`src/hdl/plmi_pkg.sv`:
```
// Constants and types for the powerline modem I2C host port
package plmi_pkg;
    localparam logic [6:0] ADDR7       = 7'h22;  // Write byte 0x44, read byte 0x45
    localparam logic [7:0] CMD_RD_INT  = 8'h01;
    localparam logic [7:0] CMD_RD_ERR  = 8'h11;
    localparam logic [7:0] CMD_RD_REG  = 8'hfd;
    localparam logic [7:0] CMD_WR_REG  = 8'hf5;
    localparam logic [7:0] CMD_CLOSE   = 8'h0f;
    localparam logic [3:0] CMD_OPEN_LO = 4'h4;   // 0x04..0x34, codec in bits 5:4
    localparam logic [1:0] IF_SEL_I2C  = 2'h3;
    localparam logic [7:0] CARRIER_RST = 8'h0d;  // 13 MHz
    localparam int         CARRIER_IDX = 0;
    localparam int         ST_FRAME    = 2;
    localparam int         ST_EMPTY    = 4;
    localparam int         ST_EOF      = 5;
    localparam int         ST_ERR      = 7;
    localparam int         ERR_RXOV    = 1;
    localparam int         ERR_TXOV    = 2;
    localparam int         ERR_ILL     = 3;
    localparam logic [7:0] ERR_RSVD    = 8'hf1;

    typedef enum logic [1:0] {stIdle, stAddr, stWrite, stRead} plmi_state_t;
    typedef enum logic [1:0] {fNone, fInt, fErr, fReg} plmi_fetch_t;

    typedef struct packed {
        logic       last;
        logic [7:0] data;
    } plmi_rxq_t;

    typedef struct packed {
        logic       write;
        logic [7:0] data;
    } plmi_txq_t;

    typedef struct packed {
        logic       open;
        logic       close;
        logic [1:0] codec;
    } plmi_frame_t;
endpackage : plmi_pkg

```
`src/hdl/plmi_host_port.sv`:
```
// I2C target command port of the powerline modem
// Notes on behaviour
// Receive queue overflow sets error bit 1.
// Writing payload into a full transmit queue sets error bit 2.
// An unknown command byte sets error bit 3.
// Error fetch: write 0x44, 0x11, restart, read 0x45, one byte, stop.
// Completing the error fetch drops the interrupt raised by the fault flag.
// The port answers only when both select pins read 11.
// Carrier register starts at 13 MHz after reset.
// START is data falling while clock is high.
// Address, command and written bytes are acknowledged in slot nine.
// Register read: 0x44, 0xfd, register address, restart 0x45, byte, NACK, stop.
// Register write: 0x44, 0xf5, register address, data, all acknowledged, stop.
// Command 0x34 opens a slowest-codec frame; following bytes are payload.
// Close: restart, 0x44, command 0x0f, both acknowledged, then stop.
// Event fetch: 0x01, restart 0x45, eight bits, NACK, stop.
// Host ACKs drained bytes while interrupt is low, NACKs once high.
// Status reads 0x04 when only a received frame is pending.
// Status reads 0x30 after a frame was drained and queue emptied.
// Interrupt pin high signals a pending event.
// Host breaks a drain for an event fetch when interrupt rises.
// Event fetch clears interrupt; fault flag stays until error fetch.
// An empty queue during a drain yields dummy zero bytes.
// Read address for a drain is refused when interrupt is already high.
// Any error bit raises the fault flag and the interrupt.
// Error bits 0 and 7..4 always read zero.
// Error bits stay set until the error fetch returns them.
`timescale 1ns/100ps
module plmi_host_port
    import plmi_pkg::*;
#(
    parameter int REG_AW = 3
) (
    input  wire logic        clk,
    input  wire logic        reset,
    input  wire logic        sclPin,
    input  wire logic        sdaIn,
    output logic             sdaOut,
    output logic             sdaOe,
    input  wire logic [1:0]  ifSelPin,
    output logic             intPin,
    input  wire plmi_rxq_t   rxq,
    input  wire logic        rxValid,
    output logic             rxTake,
    input  wire logic        rxOverflow,
    input  wire logic        rxFrameEnd,
    output plmi_txq_t        txq,
    input  wire logic        txFull,
    output plmi_frame_t      frameCtl,
    output logic [7:0]       carrierMhz
);
    localparam int REG_N = 1 << REG_AW;

    logic [3:0]  pinS;
    logic        sclS, sdaS, selOk;
    logic        sclPrev_r, sdaPrev_r;
    logic        sclRise, sclFall, startEv, stopEv;

    plmi_state_t state_r, state_nxt;
    plmi_fetch_t fetch_r, fetch_nxt;
    logic [3:0]  bitCnt_r, bitCnt_nxt;
    logic [1:0]  byteIdx_r, byteIdx_nxt;
    logic [7:0]  shIn_r, shIn_nxt, shOut_r, shOut_nxt;
    logic [7:0]  cmd_r, cmd_nxt, regAddr_r, regAddr_nxt;
    logic [7:0]  errBits_r, errBits_nxt;
    logic        inAck_r, inAck_nxt, hostSlot_r, hostSlot_nxt;
    logic        oe_r, oe_nxt, payload_r, payload_nxt;
    logic        stFrame_r, stFrame_nxt, stEof_r, stEof_nxt;
    logic        int_r, int_nxt, take_r, take_nxt;
    plmi_txq_t   tx_r, tx_nxt;
    plmi_frame_t frame_r, frame_nxt;
    logic [7:0]  regs_r [REG_N];
    logic [7:0]  regs_nxt [REG_N];
    logic        illegalEv, txOvfEv, ackGo, drainNack, errDone, intDone;
    logic        eofEv, pop;
    logic [7:0]  b;

    plmi_sync #(.W(4)) uSync (
        .clk   (clk),
        .reset (reset),
        .d     ({ifSelPin, sclPin, sdaIn}),
        .q     (pinS)
    );

    assign selOk   = pinS[3:2] == IF_SEL_I2C;
    assign sclS    = pinS[1];
    assign sdaS    = pinS[0];
    assign sclRise = sclS && !sclPrev_r;
    assign sclFall = !sclS && sclPrev_r;
    assign startEv = sclS && sclPrev_r && sdaPrev_r && !sdaS;
    assign stopEv  = sclS && sclPrev_r && !sdaPrev_r && sdaS;

    function automatic logic [7:0] regRead(input logic [7:0] a, input logic [7:0] v);
        regRead = (a < 8'(REG_N)) ? v : 8'h00;
    endfunction : regRead

    function automatic logic [7:0] statusByte(input logic err, input logic eof,
                                              input logic empty, input logic frm);
        statusByte        = 8'h00;
        statusByte[ST_ERR]   = err;
        statusByte[ST_EOF]   = eof;
        statusByte[ST_EMPTY] = empty;
        statusByte[ST_FRAME] = frm;
    endfunction : statusByte

    always_comb begin
        state_nxt    = state_r;
        fetch_nxt    = fetch_r;
        bitCnt_nxt   = bitCnt_r;
        byteIdx_nxt  = byteIdx_r;
        shIn_nxt     = shIn_r;
        shOut_nxt    = shOut_r;
        cmd_nxt      = cmd_r;
        regAddr_nxt  = regAddr_r;
        inAck_nxt    = inAck_r;
        hostSlot_nxt = hostSlot_r;
        oe_nxt       = oe_r;
        payload_nxt  = payload_r;
        regs_nxt     = regs_r;
        tx_nxt       = '{write: 1'b0, data: tx_r.data};
        frame_nxt    = '{open: 1'b0, close: 1'b0, codec: frame_r.codec};
        illegalEv    = 1'b0;
        txOvfEv      = 1'b0;
        ackGo        = 1'b0;
        drainNack    = 1'b0;
        errDone      = 1'b0;
        intDone      = 1'b0;
        pop          = 1'b0;
        b            = shIn_r;
        if (startEv) begin
            state_nxt   = stAddr;
            bitCnt_nxt  = 4'h0;
            byteIdx_nxt = 2'h0;
            inAck_nxt   = 1'b0;
            oe_nxt      = 1'b0;
            payload_nxt = 1'b0;
        end else if (stopEv) begin
            state_nxt   = stIdle;
            fetch_nxt   = fNone;
            inAck_nxt   = 1'b0;
            oe_nxt      = 1'b0;
            payload_nxt = 1'b0;
        end else if (sclRise && state_r != stIdle) begin
            if (bitCnt_r != 4'h8) begin
                shIn_nxt   = {shIn_r[6:0], sdaS};
                bitCnt_nxt = bitCnt_r + 4'h1;
            end else begin
                bitCnt_nxt = 4'h0;
                if (hostSlot_r) begin
                    hostSlot_nxt = 1'b0;
                    errDone      = fetch_r == fErr;
                    intDone      = fetch_r == fInt;
                    fetch_nxt    = fNone;
                    if (sdaS) begin
                        state_nxt = stIdle;
                    end else begin
                        pop       = rxValid;
                        shOut_nxt = rxValid ? rxq.data : 8'h00;
                    end
                end
            end
        end else if (sclFall && state_r != stIdle) begin
            if (inAck_r) begin
                inAck_nxt = 1'b0;
                oe_nxt    = state_r == stRead && !shOut_r[7];
            end else if (bitCnt_r == 4'h8) begin
                inAck_nxt = 1'b0;
                case (state_r)
                    stAddr: begin
                        if (selOk && b[7:1] == ADDR7) begin
                            if (!b[0]) begin
                                state_nxt   = stWrite;
                                byteIdx_nxt = 2'h0;
                                ackGo       = 1'b1;
                            end else if (fetch_r != fNone) begin
                                state_nxt = stRead;
                                ackGo     = 1'b1;
                                case (fetch_r)
                                    fInt:    shOut_nxt = statusByte(|errBits_r, stEof_r,
                                                                    !rxValid, stFrame_r);
                                    fErr:    shOut_nxt = errBits_r & ~ERR_RSVD;
                                    default: shOut_nxt = regRead(regAddr_r,
                                                         regs_r[regAddr_r[REG_AW-1:0]]);
                                endcase
                            end else if (int_r) begin
                                drainNack = 1'b1;
                                state_nxt = stIdle;
                            end else begin
                                state_nxt = stRead;
                                ackGo     = 1'b1;
                                pop       = rxValid;
                                shOut_nxt = rxValid ? rxq.data : 8'h00;
                            end
                        end else begin
                            state_nxt = stIdle;
                        end
                    end
                    stWrite: begin
                        ackGo = 1'b1;
                        if (byteIdx_r != 2'h3) begin
                            byteIdx_nxt = byteIdx_r + 2'h1;
                        end
                        if (byteIdx_r == 2'h0) begin
                            cmd_nxt = b;
                            case (b)
                                CMD_RD_INT: fetch_nxt = fInt;
                                CMD_RD_ERR: fetch_nxt = fErr;
                                CMD_RD_REG, CMD_WR_REG: fetch_nxt = fNone;
                                CMD_CLOSE:  frame_nxt.close = 1'b1;
                                default: begin
                                    if (b[3:0] == CMD_OPEN_LO && b[7:6] == 2'h0) begin
                                        frame_nxt.open  = 1'b1;
                                        frame_nxt.codec = b[5:4];
                                        payload_nxt     = 1'b1;
                                    end else begin
                                        illegalEv = 1'b1;
                                    end
                                end
                            endcase
                        end else if (payload_r) begin
                            txOvfEv = txFull;
                            tx_nxt  = '{write: !txFull, data: b};
                        end else if (byteIdx_r == 2'h1 && cmd_r == CMD_RD_REG) begin
                            regAddr_nxt = b;
                            fetch_nxt   = fReg;
                        end else if (byteIdx_r == 2'h1 && cmd_r == CMD_WR_REG) begin
                            regAddr_nxt = b;
                        end else if (byteIdx_r == 2'h2 && cmd_r == CMD_WR_REG &&
                                     regAddr_r < 8'(REG_N)) begin
                            regs_nxt[regAddr_r[REG_AW-1:0]] = b;
                        end
                    end
                    default: begin
                        inAck_nxt    = 1'b1;
                        hostSlot_nxt = 1'b1;
                    end
                endcase
                if (state_r != stRead) begin
                    inAck_nxt = ackGo;
                    oe_nxt    = ackGo;
                end else begin
                    oe_nxt = 1'b0;
                end
            end else if (state_r == stRead && bitCnt_r != 4'h0) begin
                shOut_nxt = {shOut_r[6:0], 1'b0};
                oe_nxt    = !shOut_r[6];
            end
        end
        eofEv       = pop && rxq.last;
        take_nxt    = pop;
        errBits_nxt = errDone ? 8'h00 : errBits_r;
        errBits_nxt[ERR_RXOV] = errBits_nxt[ERR_RXOV] | rxOverflow;
        errBits_nxt[ERR_TXOV] = errBits_nxt[ERR_TXOV] | txOvfEv;
        errBits_nxt[ERR_ILL]  = errBits_nxt[ERR_ILL] | illegalEv;
        stFrame_nxt = (stFrame_r && !intDone) || rxFrameEnd;
        stEof_nxt   = (stEof_r && !intDone) || eofEv;
        int_nxt     = |errBits_nxt || stFrame_nxt || stEof_nxt;
    end

    always_ff @(posedge clk) begin
        if (reset) begin
            sclPrev_r  <= 1'b1;
            sdaPrev_r  <= 1'b1;
            state_r    <= stIdle;
            fetch_r    <= fNone;
            bitCnt_r   <= 4'h0;
            byteIdx_r  <= 2'h0;
            shIn_r     <= 8'h00;
            shOut_r    <= 8'h00;
            cmd_r      <= 8'h00;
            regAddr_r  <= 8'h00;
            inAck_r    <= 1'b0;
            hostSlot_r <= 1'b0;
            oe_r       <= 1'b0;
            payload_r  <= 1'b0;
            errBits_r  <= 8'h00;
            stFrame_r  <= 1'b0;
            stEof_r    <= 1'b0;
            int_r      <= 1'b0;
            take_r     <= 1'b0;
            tx_r       <= '0;
            frame_r    <= '0;
            for (int i = 0; i < REG_N; i++) begin
                regs_r[i] <= (i == CARRIER_IDX) ? CARRIER_RST : 8'h00;
            end
        end else begin
            sclPrev_r  <= sclS;
            sdaPrev_r  <= sdaS;
            state_r    <= state_nxt;
            fetch_r    <= fetch_nxt;
            bitCnt_r   <= bitCnt_nxt;
            byteIdx_r  <= byteIdx_nxt;
            shIn_r     <= shIn_nxt;
            shOut_r    <= shOut_nxt;
            cmd_r      <= cmd_nxt;
            regAddr_r  <= regAddr_nxt;
            inAck_r    <= inAck_nxt;
            hostSlot_r <= hostSlot_nxt;
            oe_r       <= oe_nxt;
            payload_r  <= payload_nxt;
            errBits_r  <= errBits_nxt;
            stFrame_r  <= stFrame_nxt;
            stEof_r    <= stEof_nxt;
            int_r      <= int_nxt;
            take_r     <= take_nxt;
            tx_r       <= tx_nxt;
            frame_r    <= frame_nxt;
            regs_r     <= regs_nxt;
        end
    end

    // Open drain: only ever pulls low, the host's pull-up supplies the one
    assign sdaOut     = 1'b0;
    assign sdaOe      = oe_r;
    assign intPin     = int_r;
    assign rxTake     = take_r;
    assign txq        = tx_r;
    assign frameCtl   = frame_r;
    assign carrierMhz = regs_r[CARRIER_IDX];
endmodule : plmi_host_port

```
`src/hdl/plmi_sync.sv`:
```
// Two-stage synchroniser for pins from outside the clock domain
`timescale 1ns/100ps
module plmi_sync #(
    parameter int W = 1
) (
    input  wire logic         clk,
    input  wire logic         reset,
    input  wire logic [W-1:0] d,
    output logic      [W-1:0] q
);
    logic [W-1:0] meta_r;

    always_ff @(posedge clk) begin
        if (reset) begin
            meta_r <= '0;
            q      <= '0;
        end else begin
            meta_r <= d;
            q      <= meta_r;
        end
    end
endmodule : plmi_sync

```
`config.mk`:
```
export PLATFORM = sky130hd
export DESIGN_NAME = plmi_host_port
export DESIGN_NICKNAME = d
export VERILOG_FILES = /design/src/hdl/plmi_pkg.sv /design/src/hdl/plmi_host_port.sv /design/src/hdl/plmi_sync.sv
export SDC_FILE = /design/constraint.sdc
export NUM_CORES = 1
export LEC_CHECK = 0
export ABC_CLOCK_PERIOD_IN_PS = 2700
export BUFFER_PORTS_ARGS = -buffer_cell sky130_fd_sc_hd__buf_2
export CAP_MARGIN = 20
export CORE_MARGIN = 2
export CORE_UTILIZATION = 61
export DETAILED_ROUTE_END_ITERATION = 6
export GPL_TIMING_DRIVEN = 0
export PLACE_DENSITY = 0.92
export SLEW_MARGIN = 20
export SYNTH_ARGS = -nofsm -noshare
export SYNTH_HDL_FRONTEND = slang
export SYNTH_SLANG_ARGS = --single-unit
```
`constraint.sdc`:
```
create_clock -name clk -period 2.7 [get_ports clk]
set_input_delay 0.27 -clock clk [delete_from_list [all_inputs] [get_ports clk]]
set_output_delay 0.27 -clock clk [all_outputs]
set_load 0.1 [all_outputs]
```
After elaboration in Yosys (flattened, before gate mapping)
Index checks and enable logic that the tools add are counted.
Word-level totals
  bits in registers: 145
  latch bits: 0
  RAM bits: 0
  ROM bits: 0
  bits of input ports: 19
  output and inout port bits: 25
  logic and storage cells: 298
  memories kept: 0
Operators by class
  add/sub/neg operators: 2
  multiply operators: 0
  divide/modulo/power cells: 0
  order comparisons: 3
  equality and inequality tests: 43
  shift-type cells: 0
  muxes and demuxes: 120
  bitwise logic cells: 16
  reductions and logical operators: 79
Operator list (number)
  8-bit 2-to-1 mux: 21
  1-bit 2-to-1 mux: 65
  64-bit bitwise mux: 1
  2-bit 2-to-1 mux: 26
  8-bit == test (second input constant): 4
  10-bit AND reduction: 3
  8-bit binary-select mux with 3-bit select: 1
  8-bit demux with 3-bit select: 1
  12-bit AND reduction: 2
  1-bit logical AND: 21
  7-bit AND reduction: 3
  4-bit nonzero test: 5
  9-bit AND reduction: 2
  2-bit != test (second input constant): 8
  8-bit one-hot mux with 2 select lines: 1
  8-bit AND reduction: 2
  8-bit OR reduction: 2
  3-bit nonzero test: 5
  2-bit nonzero test: 7
  14-bit OR reduction: 1
  4-bit by 3-bit != test with 1-bit output (second input constant): 3
  4-bit != test (second input constant): 3
  1-bit inverter: 12
  2-bit == test (second input constant): 5
  other kinds (34): 59

Longest topological paths before layout
Gate-level depths: netlist of the first run.
  depth in word-level cells: 16
  mapped depth: 10
  gate-level depth less buffers: 7

By module
A second synthesis of the first run with hierarchy kept.
Unflattened totals
  cell total of the unflattened synthesis: 801
  area, all modules: 6847.8 um^2
By module, submodules not included
  plmi_host_port: times used 1, cells each 785, area each 6637.6 um^2, seq. area each 2742.6 um^2
  plmi_sync: times used 1, cells each 16, area each 210.2 um^2, seq. area each 160.2 um^2

Least setup slack after synthesis of the first run
No wires, ideal clock.
  kind: register to register
  start: register state_r[0]
  end: register regs_r[8] (netlist bit)
  library setup time: 0.072 ns
  data arrival time: 2.128 ns
  data required time: 2.628 ns
  slack: 0.500 ns
  stages on the path, launching flop included: 9
  path buffers: 1
  clock period less this slack: 2.200 ns
  cells stage by stage: dfxtp_1 inv_1 ha_1 nor4bb_1 nand4bb_1 nor4_2 nor3b_1 buf_4 mux2i_1
On the way
  cells in the longest elaborated chain, start to end: 4
  elaborated cells on any way between the ends: 6
  classes of those cells: 1 x eq/ne; 1 x bitwise; 4 x reduce/logical
Ends and longest elaborated chain
  start: declaration: RTL line plmi_host_port.sv:59  | plmi_state_t state_r, state_nxt;
  start signal: assignment: RTL line plmi_host_port.sv:264  | state_r <= stIdle;
  start signal: assignment: RTL line plmi_host_port.sv:289  | state_r <= state_nxt;
  2-bit nonzero test: RTL line plmi_host_port.sv:143, plmi_host_port.sv:162
  1-bit logical AND: RTL line plmi_host_port.sv:143  | end else if (sclRise && state_r != stIdle) begin
  1-bit inverter (no source line)
  12-bit AND reduction (no source line) *
  end signal: indexed assignment: RTL line plmi_host_port.sv:284  | regs_r[i] <= (i == CARRIER_IDX) ? CARRIER_RST : 8'h00;
  end signal: assignment: RTL line plmi_host_port.sv:308  | regs_r <= regs_nxt;
  end: declaration: RTL line plmi_host_port.sv:72  | logic [7:0] regs_r [REG_N];
Mark *: on every way between the ends. The rest lies on a longest branch, timed or not.
A chain may end at the register's enable or synchronous reset.

Final worst setup path of the first run
  start: register state_r[0]
  end: register regs_r[10] (netlist bit)
The elaborated chain is that of the path after synthesis.

==> flow_metrics.py, run 1 <==
metrics = {
    "route": {
        "viasPerCell": 6.37,
        "ant_nets": 0,
        "avgRoutedWirePerCell_um": 19.8,
        "drt_iter0_drc": 955,
        "dr.pass1.iters": 6,
        "vias": 6241,
        "drc": 0,
        "drt_wl_total_um": 19300,
    },
    "placement": {
        "gp_congestion": 0.931,
        "dpl.hpwl_um": 12900,
        "port_buffers": 40,
        "placed_cells": 945,
    },
    "pwr": {
        "power.switching_uw": 1050,
        "p_sw_share_pct": 21.9,
        "p_int_uw": 3730,
        "clock_power_share_pct": 51.9,
        "comb_power_share_pct": 3.0,
        "seqPwrFrac_pct": 45.1,
        "p_per_area_mw_per_mm2": 578,
        "irDropWorstVdd_uv": 527,
        "power_uw": 4780,
        "p_leak_uw": 0.00335,
    },
    "sta": {
        "slew_headroom_pct": 52.9,
        "tightest_slew_ns": 0.707,
        "post-route-min-period_ns": 2.60,
        "finClkSkew_ns": 0.00871,
        "finalHoldViolations": 0,
        "timing.fmax_mhz": 384,
        "period_share_pct": 96.5,
        "setup_viol": 0,
        "finalMaxSlewViolations": 0,
    },
    "final_layout": {
        "drive_gt1_share_pct": 18.9,
        "nets": 855,
        "insertedDiodeCount": 0,
        "area_growth_pct": 14.9,
        "fillers": 756,
        "instances_no_fill": 979,
    },
    "cts": {
        "cts.sinks": 145,
        "path_clk_slew_ns": 0.06,
        "cts_buffers": 17,
        "cts_buffer_depth": 2,
        "clockRootBuffer": "clkbuf_16",
        "cts_hold_buf": 0,
        "htreeDepth": 4,
        "cts_tree": "done",
        "insertion_delay_ns": 0.43,
    },
    "yosys": {
        "syn_area_per_cell_sq_um": 9.44,
        "synthArstFlopShare_pct": 0,
        "synth-main-ff-cell": "dfxtp_1",
        "synth_edf_count": 0,
        "netlist.area_leader.share_pct": 40.3,
        "netlist_area_sq_mm": 0.00719,
        "ys_ff_latch": 145,
        "syn-num-nets": 794,
        "synth.yosys.seq_area_share_pct": 40.3,
        "yosys-top-cells-area": "dfxtp_1 (40%), mux2i_1 (12%), nand2b_1 (7.0%)",
        "syn_inst": 762,
        "synth_cell_types": 78,
        "yosysWarnings": 0,
        "yosysTopAreaCell": "dfxtp_1",
    },
    "worst_setup_path": {
        "worstPathArrival_ns": 2.95,
        "r2r-start": "state_r[0]",
        "crit_path_cell_trace": "inv_1, ha_1, buf_2, nor4bb_4, nand4bb_1, buf_4, nor4_4, nor3b_1, buf_4, mux2i_1",
        "critPathBufInv": 4,
        "critPathSlowestCell": "dfxtp_1",
        "critPathTopFamily": "simple AND/OR/NAND/NOR gates",
        "cp-end-kind": "flip-flop",
        "critical_path.most_common_cell": "buf_4",
        "setup.worst_path.start_class": "flip-flop",
        "worstPathMaxFanout": 9,
        "r2r_setup_slack_ns": 0.1,
        "cp.required_ns": 3.05,
        "r2r.worst_path.cells": 10,
        "crit_type": "reg -> reg",
        "cp_slowest_stage_delay_ns": 0.34,
        "reg2reg_to": "regs_r[10]",
    },
    "worst_hold_path": {
        "hold_path_end": "uSync.meta_r[0]",
        "hold_class": "in -> reg",
        "worstHoldStart": "sdaIn",
        "holdPathStages": 2,
    },
    "global_routing": {
        "grt_pass1_vias": 6074,
        "grt_max_degree": 17,
        "grt_antenna_before_repair": 0,
        "grt_pass1_wl_um": 31100,
        "grt_usage_pct": 31.2,
        "grt_overflow": 0,
    },
    "floorplan": {
        "start_util_pct": 62.7,
        "die-area_sq_mm": 0.0127,
        "die_w_um": 113,
        "num_rows": 39,
        "coreArea_sq_mm": 0.0115,
        "io_pins": 44,
        "die_h_um": 113,
    },
    "flow_run": {
        "maxCapViolations": 0,
    },
    "outcome": {
        "outcome": "finished, final reports clean",
    },
}
-- stage by stage --
step / setup slack (ns) / hold WS, ns / TNS, ns / utilization [%] / cell area, sq um
floorplan: 0.500 / 0.346 / 0 / - / 7190
global placement: -0.0248 / 0.421 / -0.187 / 66.0 / 7570
global route: -0.0478 / 0.0538 / -0.139 / 72.1 / 8270
CTS: 0.0225 / 0.0451 / 0 / 71.6 / 8210
detailed placement: -0.104 / 0.428 / -0.892 / 66.0 / 7570
finish: 0.0950 / 0.0498 / 0 / 72.1 / 8270
-- final cells by class --
type	instances	area [sq um]	area share, %
inverter	16	60.1	0.726
sequential	145	2900	35.1
multi-input combinational	535	3890	47.0
buffer	66	399	4.83
clock inverter	12	155	1.88
tap	143	179	2.16
timing repair buffer	42	215	2.60
clock buffer	20	467	5.64
-- repair_timing --
action | in CTS | in global routing
gates resized for setup | 3 | 9
buffers inserted | 0 | 2
pin swaps | 0 | 2
hold endpoints to repair | 0 | 0
setup endpoints to repair | 20 | 78
-- placed cells by master, fill, tap and decap left out, drive strengths merged, types with 3 or more instances in the layout --
cell type,synthesis,routed
a31oi,4,4
inv,16,17
or2,6,6
o21ai,7,7
and2,7,7
o32ai,3,3
nand2,66,66
nand4b,4,4
ha,13,13
and3,3,3
o211ai,3,3
a21oi,46,46
nand4,8,8
clkinv,0,6
o2111ai,3,3
nand2b,80,80
or3b,3,3
or3,3,3
dfxtp,145,145
mux2,6,6
nor2,52,52
nor3b,6,6
nand3b,8,8
mux4,10,10
mux2i,88,88
o221ai,3,3
clkbuf,28,48
o311a,3,3
buf,38,80
a31o,3,3
a311oi,5,5
nor2b,14,14
nor4b,3,3
bufinv,0,3
nand3,15,15
nor3,12,12
a211oi,6,6
a2111oi,3,3
a221oi,5,5
nor4,9,9
-- cell usage after synthesis (3+ instances only) --
library cell	instances
clkbuf_1	24
buf_2	14
nand3_1	12
buf_1	5
o221ai_1	3
nor3b_1	3
and3_1	3
mux4_2	10
or2_2	5
clkbuf_8	4
nand3b_1	8
nor2b_1	14
a221oi_1	5
nor4_1	7
nand3_2	3
inv_1	16
dfxtp_1	145
and2_1	6
a211oi_1	6
a31o_2	3
o211ai_1	3
a21oi_1	46
mux2i_1	88
nor2_1	52
nand2b_1	80
mux2_2	5
o21ai_0	7
nand4b_1	4
o2111ai_1	3
nand4_1	8
ha_1	13
a311oi_1	4
nand2_1	66
nor3_1	12
a31oi_1	4
buf_6	6
buf_4	13
-- routing by layer --
layer  vias to the layer above  GRT usage [%]  wire length, um
met5                         -              0                0
met4                         0           15.9              811
met3                        88           7.94             1810
met2                       388           48.3             8580
met1                      2965           40.5             8140
li1                       2800              -                -
-- kinds of logic (layout without fill, tap and decap cells) --
family | count (synthesis) | in the layout | synth area share (%)
muxes | 104 | 104 | 16.3
adders and majority gates | 13 | 13 | 2.26
AOI/OAI and AO/OA | 107 | 107 | 10.2
buffers and inverters | 82 | 156 | 6.38
other | 1 | 1 | 0.0521
and+or+nand+nor | 309 | 309 | 24.3
xor gates and xnor gates | 1 | 1 | 0.122
DFF | 145 | 145 | 40.3
-- power groups by stage --
stage | Clock (uW) | Combinational, uW | Sequential [uW]
after global placement | 0 | 133 | 2200
after detailed placement | 0 | 136 | 2200
after floorplan | 0 | 83.4 | 2210
after CTS | 2460 | 137 | 2160
after global routing | 2570 | 149 | 2160
final | 2480 | 142 | 2160
-- registers in the layout (all words and copies together) (netlist names), 2 cells and up --
| name | flops |
|---|---|
| state_r | 2 |
| fetch_r | 2 |
| regs_r | 56 |
| carrierMhz | 8 |
| txq | 9 |
| byteIdx_r | 2 |
| frameCtl | 4 |
| cmd_r | 8 |
| errBits_r | 8 |
| uSync.q | 4 |
| b | 8 |
| shOut_r | 8 |
| bitCnt_r | 4 |
| regAddr_r | 8 |
| uSync.meta_r | 4 |
-- how the worst max path moves through the flow --
| stage | start | endpoint | cells past startpoint |
|---|---|---|---|
| after floorplan | state_r[0] | regs_r[8] | 8 |
| after global placement | state_r[0] | regs_r[26] | 7 |
| after detailed placement | state_r[0] | regs_r[28] | 7 |
| after CTS | state_r[0] | regs_r[10] | 9 |
| after global routing | state_r[0] | regs_r[10] | 10 |
| final | state_r[0] | regs_r[10] | 10 |
Note: power is estimated with default switching activity, not from simulation.
==> inputs of run 2 (changes only) <==
--- a/config.mk
+++ b/config.mk
@@ -13,4 +13,5 @@
 export DETAILED_ROUTE_END_ITERATION = 6
 export GPL_TIMING_DRIVEN = 0
+export MAX_ROUTING_LAYER = met4
 export PLACE_DENSITY = 0.92
 export SLEW_MARGIN = 20
==> constraint.sdc (replaced) <==
create_clock -name clk -period 2.7 [get_ports clk]
set_input_delay 0.54 -clock clk [delete_from_list [all_inputs] [get_ports clk]]
set_output_delay 0.54 -clock clk [all_outputs]
set_load 0.1 [all_outputs]
==> run 2 against run 1 <==
Compared with the run above:
- sequential power is essentially flat
- hold slack gained 0.27 ns
- global-route usage grew 1.2 points
- power shrank 5.1%
- critical path type unchanged
- largest cell class unchanged
==> flow_metrics.py, run 2 (synthesized netlist as in run 1, its figures left out) <==
metrics = {
    "global_routing": {
        "met1_usage_pct": 43.4,
        "grtUsageMet3_pct": 5.67,
        "grt_pass1_wl_um": 31300,
        "grt_pass1_vias": 5930,
        "grt_max_degree": 17,
        "grt_usage_pct": 32.4,
        "grt_antenna_before_repair": 0,
        "busiest_layer": "met2",
        "grt_overflow": 0,
        "use_met2_pct": 48.5,
    },
    "route": {
        "drt_wl_total_um": 19500,
        "drc": 0,
        "vias": 6194,
        "dr.pass1.iters": 6,
        "viasPerCell": 6.32,
        "drt_iter0_drc": 882,
        "avgRoutedWirePerCell_um": 19.9,
        "ant_nets": 0,
    },
    "floorplan": {
        "coreArea_sq_mm": 0.0115,
        "num_rows": 39,
        "die_h_um": 113,
        "die-area_sq_mm": 0.0127,
        "die_w_um": 113,
        "start_util_pct": 62.7,
        "io_pins": 44,
    },
    "pwr": {
        "irDropWorstVdd_uv": 606,
        "power_uw": 4530,
        "p_leak_uw": 0.00331,
        "p_per_area_mw_per_mm2": 554,
    },
    "final_layout": {
        "drive_gt1_share_pct": 18.8,
        "largest-register": "regs_r",
        "area_growth_pct": 13.8,
        "insertedDiodeCount": 0,
        "mostFrequentLayoutCell": "dfxtp_1",
        "instances_no_fill": 980,
        "mostFrequentLayoutCells": "dfxtp_1 (145), mux2i_1 (88), nand2b_1 (80)",
        "largest_reg_flops": 56,
        "fillers": 787,
        "nets": 856,
    },
    "cts": {
        "cts_buffer_depth": 2,
        "insertion_delay_ns": 0.44,
        "cts.sinks": 145,
        "cts_buffers": 17,
        "htreeDepth": 4,
        "cts_tree": "done",
        "cts_hold_buf": 0,
        "clockRootBuffer": "clkbuf_16",
        "path_clk_slew_ns": 0.06,
    },
    "flow_run": {
        "maxCapViolations": 0,
    },
    "sta": {
        "finalSetupTns_ns": 0,
        "tightest_slew_ns": 0.732,
        "period_share_pct": 95.3,
        "post-route-min-period_ns": 2.57,
        "finClkSkew_ns": 0.00998,
        "setup_viol": 0,
        "slew_headroom_pct": 51.2,
        "finalMaxSlewViolations": 0,
        "timing.fmax_mhz": 389,
        "finalHoldViolations": 0,
    },
    "worst_setup_path": {
        "r2r_setup_slack_ns": 0.13,
        "reg2reg_to": "regs_r[15]",
        "r2r-start": "state_r[0]",
        "worstPathArrival_ns": 2.93,
        "crit_type": "reg -> reg",
        "setup.worst_path.start_class": "flip-flop",
        "crit_path_start": "state_r[0]",
        "worstPathMaxFanout": 8,
        "cp-end-kind": "flip-flop",
        "r2r.worst_path.cells": 9,
        "endpoint": "regs_r[15]",
        "cp.required_ns": 3.05,
    },
    "worst_hold_path": {
        "worstHoldStart": "sclPin",
        "hold_class": "in -> reg",
    },
    "placement": {
        "placed_cells": 945,
        "port_buffers": 40,
        "gp_congestion": 0.932,
        "dpl.hpwl_um": 12900,
    },
    "outcome": {
        "outcome": "finished, final reports clean",
    },
}
## run 2: report_power, final
group          total (uW)  internal (uW)  leakage (uW)  switching (uW)
combinational         141           51.6       0.00188            89.1
sequential           2160           2150       0.00117            5.61
clock                2240           1290      0.000259             947
## run 2: critical path: stages, from the launching register on
cell and delay (ns):
dfxtp_1 0.38, inv_1 0.09, ha_1 0.31, nor4bb_2 0.39, nand4bb_1 0.15, buf_4 0.18, nor4_4 0.25, nor3b_1 0.25
buf_4 0.26, mux2i_1 0.22
## run 2: timing repair
item                       4_1_cts  5_1_grt
gates resized for setup          4        7
pin swaps                        0        2
setup endpoints to repair       24       75
buffers inserted                 0        3
## run 2: area by class of cell
class                           count  area [sq um]  area share [%]
Multi-Input combinational cell    535          3870            47.2
Inverter                           16          60.1           0.733
Clock inverter                     12           109            1.33
Tap cell                          143           179            2.19
Sequential cell                   145          2900            35.5
Buffer                             66           400            4.89
Clock buffer                       20           447            5.46
Timing Repair Buffer               43           223            2.72
## run 2: how the worst min path moves through the flow
stage | depth (start not counted) | endpoint
after floorplan | 1 | uSync.q[0]
after CTS | 2 | uSync.meta_r[1]
final | 2 | uSync.meta_r[1]
after global placement | 1 | uSync.q[0]
after detailed placement | 1 | uSync.q[2]
after global routing | 2 | txq[8]
## run 2: layer usage
layer | vias to the layer above | wire length [um]
li1 | 2794 | -
met1 | 2986 | 8280
met2 | 366 | 8940
met3 | 48 | 1820
met4 | 0 | 488
met5 | - | 0
## run 2: stage by stage
step                      hold WS [ns]  util, %  setup WS (ns)  cell area [sq um]
after detailed placement         0.427     66.0         -0.145               7570
after global routing             0.329     71.4       -0.00416               8190
after global placement           0.422     66.0        -0.0393               7570
after floorplan                  0.414        -          0.500               7190
final                            0.318     71.4          0.127               8190
after CTS                        0.315     71.1        0.00773               8150
==> inputs of run 3 (changes only) <==
- CTS_BUF_LIST: unset -> sky130_fd_sc_hd__clkbuf_16
==> run 3 against run 2 <==
Compared with the run above:
- flip-flop and latch count unchanged
- global-route usage barely moved
- die area is the same
- sequential power hardly changed
- wire length shrank 0.30%
- critical endpoint unchanged
- clock power is 2% lower
- cell count unchanged
- critical path depth grew 1
- largest cell class unchanged
- count of clock-buffer cells in the layout decreased by 3
==> flow_metrics.py, run 3 (synthesized netlist as in run 1, its figures left out) <==
metrics = {
    "worst_setup_path": {
        "crit_path_start": "state_r[0]",
        "critPathTopFamily": "simple AND/OR/NAND/NOR gates",
        "r2r-start": "state_r[0]",
        "critical_path.most_common_cell": "buf_4",
        "cp.required_ns": 3.05,
        "cp-end-kind": "flip-flop",
        "crit_path_cell_trace": "inv_1, ha_1, buf_2, nor4bb_2, nand4bb_1, buf_4, nor4_4, nor3b_1, buf_4, mux2i_1",
        "cp_slowest_stage_delay_ns": 0.39,
        "crit_type": "reg -> reg",
        "setup.worst_path.start_class": "flip-flop",
        "worstPathMaxFanout": 9,
        "critPathSlowestCell": "nor4bb_2",
        "worstPathArrival_ns": 2.98,
        "critPathBufInv": 4,
    },
    "cts": {
        "path_clk_slew_ns": 0.06,
        "clockRootBuffer": "clkbuf_16",
        "cts_buffers": 17,
        "htreeDepth": 4,
        "cts_buffer_depth": 2,
        "cts_tree": "done",
        "cts.sinks": 145,
        "insertion_delay_ns": 0.43,
    },
    "global_routing": {
        "grt_overflow": 0,
        "grt_max_degree": 17,
        "grt_antenna_before_repair": 0,
        "grt_usage_pct": 32.4,
        "grt_pass1_vias": 5931,
        "grt_pass1_wl_um": 31400,
    },
    "pwr": {
        "irDropWorstVdd_uv": 605,
        "p_leak_uw": 0.00332,
        "p_per_area_mw_per_mm2": 549,
    },
    "placement": {
        "gp_congestion": 0.932,
        "dp_slack_ns": -0.145,
        "port_buffers": 40,
        "dpl.hpwl_um": 12900,
    },
    "final_layout": {
        "drive_gt1_share_pct": 18.6,
        "largest_reg_flops": 56,
        "nets": 856,
        "largest-register": "regs_r",
        "area_growth_pct": 13.7,
        "mostFrequentLayoutCells": "dfxtp_1 (145), mux2i_1 (88), nand2b_1 (80)",
        "insertedDiodeCount": 0,
        "mostFrequentLayoutCell": "dfxtp_1",
        "fillers": 789,
    },
    "route": {
        "wl_met3_um": 1840,
        "wl_met2_um": 9010,
        "avgRoutedWirePerCell_um": 19.9,
        "viasPerCell": 6.35,
        "ant_nets": 0,
        "dr.pass1.iters": 5,
        "drc": 0,
        "drt_wl_total_um": 19500,
        "drt_iter0_drc": 837,
        "highest_layer": "met4",
        "drt-met1-wl_um": 8170,
        "vias": 6220,
    },
    "sta": {
        "finalHoldViolations": 0,
        "setup_viol": 0,
        "period_share_pct": 97.2,
        "slew_headroom_pct": 51.9,
        "tightest_slew_ns": 0.721,
        "timing.fmax_mhz": 381,
        "finClkSkew_ns": 0.00891,
        "finalMaxSlewViolations": 0,
        "hold_slack_ns": 0.320,
        "post-route-min-period_ns": 2.62,
        "layout_setup_ws_ns": 0.0754,
    },
    "floorplan": {
        "die_h_um": 113,
        "die-area_sq_mm": 0.0127,
        "start_util_pct": 62.7,
        "coreArea_sq_mm": 0.0115,
        "die_w_um": 113,
        "num_rows": 39,
        "io_pins": 44,
    },
    "worst_hold_path": {
        "hold_class": "in -> reg",
        "worstHoldStart": "sclPin",
    },
    "outcome": {
        "outcome": "finished, final reports clean",
    },
    "flow_run": {
        "maxCapViolations": 0,
    },
}
==> run 3: report_power, final <==
part           internal, uW  switching [uW]  total [uW]
sequential             2150            5.52        2160
clock                  1250             943        2200
combinational          51.7            88.9         141
==> run 3: layout make-up <==
class / instances / area (sq um) / share of cell area, %
Buffer: 66 / 400 / 4.90
Clock buffer: 17 / 425 / 5.20
Clock inverter: 15 / 120 / 1.47
Inverter: 16 / 60.1 / 0.734
Multi-Input combinational cell: 535 / 3870 / 47.3
Sequential cell: 145 / 2900 / 35.5
Tap cell: 143 / 179 / 2.19
Timing Repair Buffer: 43 / 223 / 2.72
==> run 3: worst register-to-register path, cell delays in order (launching register included) <==
cell and delay, ns:
dfxtp_1 0.34, inv_1 0.10, ha_1 0.15, buf_2 0.22
nor4bb_2 0.40, nand4bb_1 0.17, buf_4 0.19, nor4_4 0.26
nor3b_1 0.25, buf_4 0.26, mux2i_1 0.22
==> run 3: repair_timing <==
action | in CTS | in global routing
hold buffers | 0 | 0
endpoints found under the setup margin | 24 | 75
gates resized for setup | 4 | 7
buffers inserted | 0 | 3
pin swaps | 0 | 2
endpoints found under the hold margin | 0 | 0
==> run 3: stage by stage <==
step / cell area (sq um) / power (uW) / util [%] / std cells / setup TNS (ns)
final: 8180 / 4490 / 71.3 / 980 / 0
after global routing: 8180 / 4590 / 71.3 / 980 / -0.00407
after CTS: 8140 / 4480 / 71.0 / 977 / 0
after detailed placement: 7570 / 2340 / 66.0 / 945 / -1.84
after global placement: 7570 / 2340 / 66.0 / 945 / -0.289
after floorplan: 7190 / 2290 / - / 762 / 0
==> run 3: path summary, 6_finish.rpt <==
| check | end | slack, ns | depth (start not counted) |
|---|---|---|---|
| setup / recovery | regs_r[15] | 0.08 | 10 |
| hold / removal | uSync.meta_r[1] | 0.32 | 2 |
| setup reg to reg | regs_r[15] | 0.08 | 10 |
| hold reg to reg | uSync.q[2] | 0.44 | 1 |
==> run 3: layer usage <==
layer  up-vias  GRT usage, %
met5         -             -
met4         0          13.4
met3        43          5.89
met2       359          48.4
met1      3016          43.5
li1       2802             -
